**src/updown_counter_pkg.sv**
```systemverilog
// package: constants and carrier types for the four-bit up/down counter
// assumes: one 100 MHz clock, asynchronous active-low reset, plain register port
package updown_counter_pkg;

	// ***************************************************
	// widths
	// ***************************************************
	localparam int COUNT_W = 4;
	localparam int ADDR_W  = 4;
	localparam int DATA_W  = 32;
	localparam int STAT_W  = 3;

	// ***************************************************
	// count values
	// ***************************************************
	localparam logic [COUNT_W-1:0] COUNT_RESET = 4'h0;
	localparam logic [COUNT_W-1:0] COUNT_MIN   = 4'h0;
	localparam logic [COUNT_W-1:0] COUNT_MAX   = 4'hf;
	localparam logic [COUNT_W-1:0] COUNT_STEP  = 4'h1;

	// ***************************************************
	// register offsets (byte addresses)
	// ***************************************************
	localparam logic [ADDR_W-1:0] OFS_IRQ_STATUS = 4'h0;
	localparam logic [ADDR_W-1:0] OFS_IRQ_ENABLE = 4'h4;
	localparam logic [ADDR_W-1:0] OFS_IRQ_CLEAR  = 4'h8;
	localparam logic [ADDR_W-1:0] OFS_COUNT      = 4'hc;

	// ***************************************************
	// status bit positions and reset values
	// ***************************************************
	localparam int BIT_TERMINAL = 0;
	localparam int BIT_WRAP     = 1;
	localparam int BIT_LOADED   = 2;
	localparam logic [STAT_W-1:0] STATUS_RESET = 3'h0;
	localparam logic [STAT_W-1:0] ENABLE_RESET = 3'h0;
	localparam logic [DATA_W-1:0] RDATA_RESET  = 32'h0000_0000;

	// ***************************************************
	// carriers
	// ***************************************************
	typedef struct packed {
		logic               clear;
		logic               parallelLoadEnable;
		logic               countUp;
		logic               chainEnable_n;
		logic [COUNT_W-1:0] loadValue;
	} counter_ctrl_t;

	typedef struct packed {
		logic              wrStrobe;
		logic              rdStrobe;
		logic [ADDR_W-1:0] addr;
		logic [DATA_W-1:0] wrData;
	} reg_req_t;

endpackage

```
**src/count_step.sv**
```systemverilog
// count_step: next binary value in the chosen direction, and terminal detect
// assumes: purely combinational, fed from the count register
`timescale 1ns/1ps
module count_step
	import updown_counter_pkg::*;
(
	// current state
	input  wire logic [updown_counter_pkg::COUNT_W-1:0] current,
	input  wire logic                                   countUp,
	// results
	output logic      [updown_counter_pkg::COUNT_W-1:0] next,
	output logic                                        atTerminal
);

	// ***************************************************
	// step and terminal
	// ***************************************************
	// natural 4-bit overflow gives the modulo-sixteen wrap
	wire [COUNT_W-1:0] upValue   = current + COUNT_STEP;
	wire [COUNT_W-1:0] downValue = current - COUNT_STEP;

	assign next       = countUp ? upValue : downValue;
	assign atTerminal = countUp ? (current == COUNT_MAX) : (current == COUNT_MIN);

endmodule

```
**src/updown_counter.sv**
```systemverilog
// updown_counter: four-bit synchronous up/down counter with cascade carry,
// asynchronous load and clear, and a small interrupt register block
// assumes: controls are synchronous to clock; the register master never waits
//
// Summary of operation
// - load high copies preset, clock ignored
// - clear high forces zero, clock ignored
// - chain enable active low; high holds count
// - step by one on rising edges only
// - direction high counts up, low down
// - count is binary, bit 0 least significant
// - terminal count output active low, synchronous
// - terminal low one cycle at 0/15
// - after load released, count resumes from preset
// - wraps modulo sixteen, cycles forever
//
// The implementer's own choices: strobed register access and the register addresses.
`timescale 1ns/1ps
module updown_counter
	import updown_counter_pkg::*;
(
	// clock and reset
	input  wire logic                                   clock,
	input  wire logic                                   arst_n,
	// counter controls
	input  wire updown_counter_pkg::counter_ctrl_t      ctrl,
	// counter outputs
	output logic      [updown_counter_pkg::COUNT_W-1:0] countValue,
	output logic                                        terminalCount_n,
	// register port
	input  wire updown_counter_pkg::reg_req_t           regReq,
	output logic      [updown_counter_pkg::DATA_W-1:0]  rdData,
	// interrupt
	output logic                                        irq
);

	// ***************************************************
	// declarations
	// ***************************************************
	logic [COUNT_W-1:0] countQ;
	logic [COUNT_W-1:0] countD;
	logic [COUNT_W-1:0] stepValue;
	logic               stepAtTerminal;
	logic [STAT_W-1:0]  statusQ;
	logic [STAT_W-1:0]  statusD;
	logic [STAT_W-1:0]  enableQ;
	logic [DATA_W-1:0]  rdDataQ;
	logic [DATA_W-1:0]  rdDataD;
	logic               loadSeenQ;

	// ***************************************************
	// step unit
	// ***************************************************
	count_step u_step
	(
		.current    (countQ),
		.countUp    (ctrl.countUp),
		.next       (stepValue),
		.atTerminal (stepAtTerminal)
	);

	// ***************************************************
	// control decode
	// ***************************************************
	// clear outranks load when both are high
	wire clearActive = ctrl.clear;
	wire loadActive  = ctrl.parallelLoadEnable & ~ctrl.clear;
	wire overridden  = clearActive | ctrl.parallelLoadEnable;
	wire chainActive = ~ctrl.chainEnable_n;
	wire countEnable = chainActive & ~overridden;

	// ***************************************************
	// count register
	// ***************************************************
	// load and clear act on the output at once, not at the next edge,
	// so the flop itself needs no data-driven asynchronous set
	assign countValue = clearActive ? COUNT_MIN
		: (loadActive ? ctrl.loadValue : countQ);

	assign countD = overridden ? countValue
		: (countEnable ? stepValue : countQ);

	always_ff @(posedge clock or negedge arst_n)
	begin
		if (!arst_n)
			countQ <= COUNT_RESET;
		else
			countQ <= countD;
	end

	// ***************************************************
	// terminal count
	// ***************************************************
	// derived only from registered count and level controls: it changes
	// with the clock, and holds for the whole cycle the count sits at the end
	wire terminalHit = countEnable & stepAtTerminal;
	assign terminalCount_n = ~terminalHit;

	// ***************************************************
	// interrupt events
	// ***************************************************
	wire evTerminal = terminalHit;
	wire evWrap     = terminalHit;
	wire evLoaded   = ctrl.parallelLoadEnable & ~loadSeenQ;
	wire [STAT_W-1:0] events = {evLoaded, evWrap, evTerminal};

	always_ff @(posedge clock or negedge arst_n)
	begin
		if (!arst_n)
			loadSeenQ <= 1'b0;
		else
			loadSeenQ <= ctrl.parallelLoadEnable;
	end

	// ***************************************************
	// register decode
	// ***************************************************
	wire selStatus = regReq.addr == OFS_IRQ_STATUS;
	wire selEnable = regReq.addr == OFS_IRQ_ENABLE;
	wire selClear  = regReq.addr == OFS_IRQ_CLEAR;
	wire selCount  = regReq.addr == OFS_COUNT;
	wire wrEnable  = regReq.wrStrobe & selEnable;
	wire wrClear   = regReq.wrStrobe & selClear;
	wire [STAT_W-1:0] clearMask = wrClear ? regReq.wrData[STAT_W-1:0] : STATUS_RESET;

	// an event in the clearing cycle survives the clear
	assign statusD = (statusQ & ~clearMask) | events;

	always_ff @(posedge clock or negedge arst_n)
	begin
		if (!arst_n)
		begin
			statusQ <= STATUS_RESET;
			enableQ <= ENABLE_RESET;
		end
		else
		begin
			statusQ <= statusD;
			if (wrEnable)
				enableQ <= regReq.wrData[STAT_W-1:0];
		end
	end

	assign irq = |(statusQ & enableQ);

	// ***************************************************
	// read path
	// ***************************************************
	// data stand only in the cycle after the strobe; unmapped reads give zero
	wire [DATA_W-1:0] statusWord = {{(DATA_W-STAT_W){1'b0}}, statusQ};
	wire [DATA_W-1:0] enableWord = {{(DATA_W-STAT_W){1'b0}}, enableQ};
	wire [DATA_W-1:0] countWord  = {{(DATA_W-COUNT_W){1'b0}}, countValue};

	assign rdDataD = !regReq.rdStrobe ? RDATA_RESET
		: selStatus ? statusWord
		: selEnable ? enableWord
		: selCount  ? countWord
		: RDATA_RESET;

	always_ff @(posedge clock or negedge arst_n)
	begin
		if (!arst_n)
			rdDataQ <= RDATA_RESET;
		else
			rdDataQ <= rdDataD;
	end

	assign rdData = rdDataQ;
endmodule

```
**config.mk**
```make
export PLATFORM = sky130hd
export DESIGN_NAME = updown_counter
export DESIGN_NICKNAME = d
export VERILOG_FILES = /design/src/updown_counter_pkg.sv /design/src/count_step.sv /design/src/updown_counter.sv
export SDC_FILE = /design/constraint.sdc
export NUM_CORES = 1
export LEC_CHECK = 0
export BUFFER_PORTS_ARGS = -buffer_cell sky130_fd_sc_hd__buf_2
export CORE_MARGIN = 2
export CORE_UTILIZATION = 43
export CTS_CLUSTER_SIZE = 30
export DETAILED_ROUTE_END_ITERATION = 16
export GPL_TIMING_DRIVEN = 0
export MAX_ROUTING_LAYER = met4
export PLACE_DENSITY = 0.86
export SLEW_MARGIN = 10
export SYNTH_ARGS = -nofsm -noshare
export SYNTH_HDL_FRONTEND = slang
export SYNTH_SLANG_ARGS = --single-unit
```
**constraint.sdc**
```tcl
create_clock -name clock -period 5.07 [get_ports clock]
set_input_delay 0.507 -clock clock [delete_from_list [all_inputs] [get_ports clock]]
set_output_delay 0.507 -clock clock [all_outputs]
set_load 0.02 [all_outputs]
```
==> impl_metrics.yaml, run 1 <==
status:
  outcome: "completed"
placement:
  dp_hpwl_mm: 1.752
  port_buffers: 27
  gp_congestion: 0.8483
global_route:
  overflow: 0
  grt_pass1_wl_mm: 3.208
  grtUsageTotal_pct: 15.36
  grt_max_degree: 16
  antenna_found_initial: 0
  grt_pass1_vias: 762
timing:
  hold_viol: 0
  drv_slew: 0
  finalCritPeriodShare_pct: 45.46
  fin_skew_ps: 4.860
  setup_tns_ps: 0
  fin_crit_ps: 2305
  rsz0062_at_grt: "no"
  max_freq_mhz: 433.9
  setup_viol: 0
logic_synthesis:
  ys_seq_elements: 15
  yosys-top-cells-area: "dfrtp_1 33%, buf_4 19%, a21oi_1 4.4%"
  synth_top_area_share_pct: 33.37
  synth_top_area_cell: "dfrtp_1"
  postSynthCellCount: 127
  yosysUniqueCellTypes: 33
  synth_area_mm2: 0.001125
  synth_area_per_cell_um2: 8.857
  ys_seq_area_share_pct: 33.37
  yosysWarnings: 0
final_layout:
  layout-drive-gt1-share_pct: 36.22
  utilization_pct: 57.53
  n_antenna_cell: 0
  nets: 237
  layout_common_cells: "28 x buf_4, 28 x conb_1, 27 x buf_2, 15 x dfrtp_1, 12 x nand2_1"
  area_growth_pct: 26.70
route:
  wl_per_cell_um: 9.828
  drc: 0
  drtAntennaViolNets: 0
  vias_per_cell: 4.247
  dr.pass1.iters: 4
  wirelength_mm: 2.113
  drtIter0Drc: 8
  vias: 913
power_and_ir_drop:
  power_frac_seq_pct: 45.5
  vdd_drop_max_mv: 0.1566
  swShare_pct: 33.57
  power_density_mw_per_mm2: 227.3
  power_frac_comb_pct: 34.3
  netSwitchingPower_uw: 108.7
  leakagePower_uw: 0.0007968
  p_int_uw: 215.2
  p_clk_share_pct: 20.2
floorplanning:
  rows: 18
  die_area_mm2: 0.003041
  die_w_um: 55.15
  io_pins: 86
  die_h_um: 55.15
  start_util_pct: 45.40
  core_mm2: 0.002477
cts:
  cts_hold_buf: 0
  h-tree-depth: 1
  clkSinkCount: 15
  cts_tree: "built"
  cts_setup_buffers: 0
  cts_repair_resize_count: 0
  clockBufferDepth: 2
  clk_latency_ps: 280
  cts_buffers: 3
  clock-root-buffer: "clkbuf_4"
  clk_pin_slew_ps: 80
worst_setup_path:
  critPathMaxStageDelay_ps: 470
  ff2ff_setup_slack_ps: 3280
  crit_cells: 5
  r2r-start: "countQ[2]$_DFFE_PN0P_"
  ff2ff_path_depth: 5
  crit_type: "flip-flop to output pin"
  cp.required_ps: 4560
  cp_top_family: "flip-flops"
  crit_slowest_cell: "dfrtp_1"
  crit_path_cell_trace: "nor4_2 > nand2_1 > a2111oi_4 > inv_1 > buf_2"
  crit_arrival_ps: 1800
  end_kind: "output pin"
  start_kind: "flip-flop"
  critPathMaxFanout: 6
  critPathBufInv: 2
  rr_endpoint: "countQ[3]$_DFFE_PN0P_"
min_path:
  min_path_type: "input port to asynchronous set/reset pin"
job:
  maxCapViolations: 0
stage by stage:
| step | total power, uW | cell area, um2 | worst slack, ps | hold WS [ps] | instances |
|---|---|---|---|---|---|
| 2_1_floorplan | 232.6 | 1226 | 3205 | 211.4 | 154 |
| 3_3_place_gp | 258.0 | 1399 | 3003 | 424.1 | 211 |
| 3_5_place_dp | 259.6 | 1399 | 2977 | 427.0 | 211 |
| 4_1_cts | 328.3 | 1425 | 2741 | 113.5 | 215 |
| 5_1_grt | 349.5 | 1425 | 2645 | 115.1 | 215 |
| 6_report | 323.9 | 1425 | 2765 | 112.5 | 215 |
worst max path at each step:
stage / startpoint / to / slack, ps
floorplan: ctrl[5] / countQ[3]$_DFFE_PN0P_ / 3200
detailed placement: ctrl[5] / countQ[3]$_DFFE_PN0P_ / 2980
global placement: ctrl[5] / terminalCount_n / 3000
global route: countQ[1]$_DFFE_PN0P_ / terminalCount_n / 2640
CTS: countQ[1]$_DFFE_PN0P_ / terminalCount_n / 2740
finish: countQ[1]$_DFFE_PN0P_ / terminalCount_n / 2770
sequential cells by signal, summed over array words and instances, names as in the netlist:
signal     count
countQ         4
rdData         4
enableQ        3
statusQ        3
loadSeenQ      1
cells by family after synthesis:
kind of cell             after synthesis  synth area share (%)
flip-flops                            15                 33.37
AO/OA/AOI/OAI                         22                 13.68
other                                  1                0.3334
AND/OR/NAND/NOR                       39                 17.58
XOR/XNOR                               2                 1.558
adder cells (fa/ha/maj)                3                 4.004
buffers and inverters                 39                 23.80
multiplexers                           6                 5.673
power by group through the flow:
stage | logic, uW | clock network (uW) | registers, uW
floorplan | 86.1 | 0 | 147
global placement | 109 | 0 | 149
detailed placement | 111 | 0 | 149
CTS | 111 | 70.7 | 147
global route | 124 | 75.9 | 150
finish | 111 | 65.5 | 147
final cells by class:
class | count | area [um2]
Inverter | 7 | 26.28
Multi-Input combinational cell | 100 | 583.1
Buffer | 32 | 241.5
Timing Repair Buffer | 27 | 135.1
Clock buffer | 4 | 26.28
Fill cell | 240 | 1052
Tap cell | 30 | 37.54
Sequential cell | 15 | 375.4
cell usage after synthesis (all sizes together):
master,number
buf,30
dfrtp,15
nand2,12
a21oi,10
nor2,9
inv,7
o21ai,4
and3,3
mux2,3
mux2i,3
nand2b,3
nor2b,3
nor3,3
a211oi,2
a21o,2
clkbuf,2
ha,2
nand3,2
a2111oi,1
a222oi,1
a22o,1
and4b,1
conb,1
fa,1
nand4,1
nor4,1
o21bai,1
or4,1
xnor2,1
xor2,1
per-layer routing:
metal | track usage (%) | vias to the layer above | share of wire, %
met1 | 17.25 | 394 | 42
met2 | 26.59 | 29 | 50
li1 | - | 488 | -
met5 | - | - | 0
met3 | 5.645 | 2 | 7.9
met4 | 2.439 | 0 | 0.47
Power figures use the tool's default switching activity.
==> run 2: changes to the inputs <==
Settings changed: CORE_UTILIZATION 43 to 40, PLACE_DENSITY 0.86 to 0.8.
Clock period 5.07 ns to 2.2 ns, I/O delays scaled along.
==> run 2 against run 1 <==
Register-to-register slack got worse by 2900 ps; combinational power increased by 130%; via count increased by 4.2%; clock skew decreased by 2.8 ps; non-clock buffer count increased by 1; cell count increased by 0.93%; clock power increased by 130%; cell area increased by 0.79%; die area increased by 7.0%; critical path type unchanged; largest power group unchanged; highest routed layer is now met3.
==> impl_metrics.yaml, run 2 (synthesis results as in run 1) <==
status:
  outcome: "completed"
final_layout:
  n_antenna_cell: 0
  layout_common_cells: "28 x buf_4, 28 x conb_1, 27 x buf_2, 15 x dfrtp_1, 12 x nand2_1"
  nets: 238
  layout-drive-gt1-share_pct: 36.02
  utilization_pct: 53.00
  area_growth_pct: 27.70
worst_setup_path:
  ff2ff_setup_slack_ps: 420
  crit_type: "flip-flop to output pin"
  crit_path_cell_trace: "nor4_2 > nand2_1 > a2111oi_4 > inv_1 > buf_2"
  rr_endpoint: "countQ[3]$_DFFE_PN0P_"
  start_kind: "flip-flop"
  r2r-start: "countQ[2]$_DFFE_PN0P_"
  critPathBufInv: 2
  critPathMaxFanout: 6
  end_kind: "output pin"
  critPathMaxStageDelay_ps: 470
  crit_arrival_ps: 1820
  crit_slowest_cell: "dfrtp_1"
  cp_top_family: "flip-flops"
  ff2ff_path_depth: 5
  cp.required_ps: 1980
  worstSetupStartpoint: "countQ[1]$_DFFE_PN0P_"
global_route:
  grt_pass1_vias: 834
  grt_use_met3_pct: 4.308
  met1_usage_pct: 15.35
  grtUsageTotal_pct: 13.96
  overflow: 0
  use_met2_pct: 25.78
  grt_max_degree: 16
  antenna_found_initial: 0
  grt_pass1_wl_mm: 3.505
  busiest_layer: "met2"
power_and_ir_drop:
  finalPower_uw: 751.0
  power_density_mw_per_mm2: 522.9
  leakagePower_uw: 0.0008010
  vdd_drop_max_mv: 0.4018
floorplanning:
  rows: 19
  io_pins: 86
  die_h_um: 57.03
  die_area_mm2: 0.003252
  start_util_pct: 41.51
  die_w_um: 57.03
  core_mm2: 0.002710
placement:
  dp_hpwl_mm: 1.827
  gp_congestion: 0.8603
  port_buffers: 27
timing:
  drv_slew: 0
  fin_crit_ps: 2041
  rsz0062_at_grt: "no"
  setup_viol: 0
  finalCritPeriodShare_pct: 92.78
  fin_skew_ps: 2.091
  max_freq_mhz: 489.9
  setup_tns_ps: 0
  hold_viol: 0
cts:
  clkSinkCount: 15
  cts_buffers: 3
  clk_pin_slew_ps: 80
  clockBufferDepth: 2
  cts_tree: "built"
  h-tree-depth: 1
  clk_latency_ps: 280
  clock-root-buffer: "clkbuf_4"
  cts_setup_buffers: 0
min_path:
  hold_path_end: "loadSeenQ$_DFF_PN0_"
  min_from: "ctrl[6]"
  min_path_type: "input port to flip-flop"
  min_path_cells: 1
route:
  wl_per_cell_um: 10.02
  dr.pass1.iters: 4
  drc: 0
  drtAntennaViolNets: 0
  wirelength_mm: 2.174
  vias: 951
  drtIter0Drc: 10
  vias_per_cell: 4.382
job:
  maxCapViolations: 0
## run 2: changes by cell type in the layout (fill, tap and decap cells not counted)
cell / change
dlygate4sd3_1: +1
## run 2: worst max path at each step
stage	cells past startpoint	slack [ps]	endpoint
floorplan	5	530	countQ[3]$_DFFE_PN0P_
finish	5	160	terminalCount_n
CTS	5	60	terminalCount_n
detailed placement	5	390	terminalCount_n
global placement	7	420	countQ[3]$_DFFE_PN0P_
global route	5	7	terminalCount_n
## run 2: area by class of cell
cell class,count,area (um2)
sequential,15,375.4
clock buffer,4,26.28
fill,285,1274
timing repair buffer,28,145.1
buffer,32,241.5
tap,31,38.79
multi-input combinational,100,583.1
inverter,7,26.28
## run 2: metrics by stage
stage / hold slack, ps / worst slack (ps) / cell area, um2 / instances
floorplan: -75.59 / 534.2 / 1226 / 154
global placement: 136.6 / 423.6 / 1400 / 212
detailed placement: 143.3 / 391.0 / 1400 / 212
CTS: 46.00 / 64.72 / 1436 / 217
global route: 50.51 / 6.853 / 1436 / 217
finish: 60.64 / 158.7 / 1436 / 217
## run 2: routing by layer
layer | vias to the layer above | part of all wire (%)
met5 | - | 0
met4 | 0 | 0
met3 | 0 | 7.8
met2 | 31 | 52
met1 | 430 | 40
li1 | 490 | -
## run 2: power breakdown
group | internal, uW | switching (uW) | leakage (uW)
sequential | 309 | 31.8 | 0.000189
combinational | 118 | 141 | 0.000597
clock | 70.3 | 81.1 | 0.0000150
total | 497 | 254 | 0.000801
## run 2: repair_timing
item / in CTS / in global routing
gates resized for setup: 0 / 0
setup endpoints to repair: 0 / 1
hold buffers: 1 / 0
hold endpoints to repair: 15 / 0
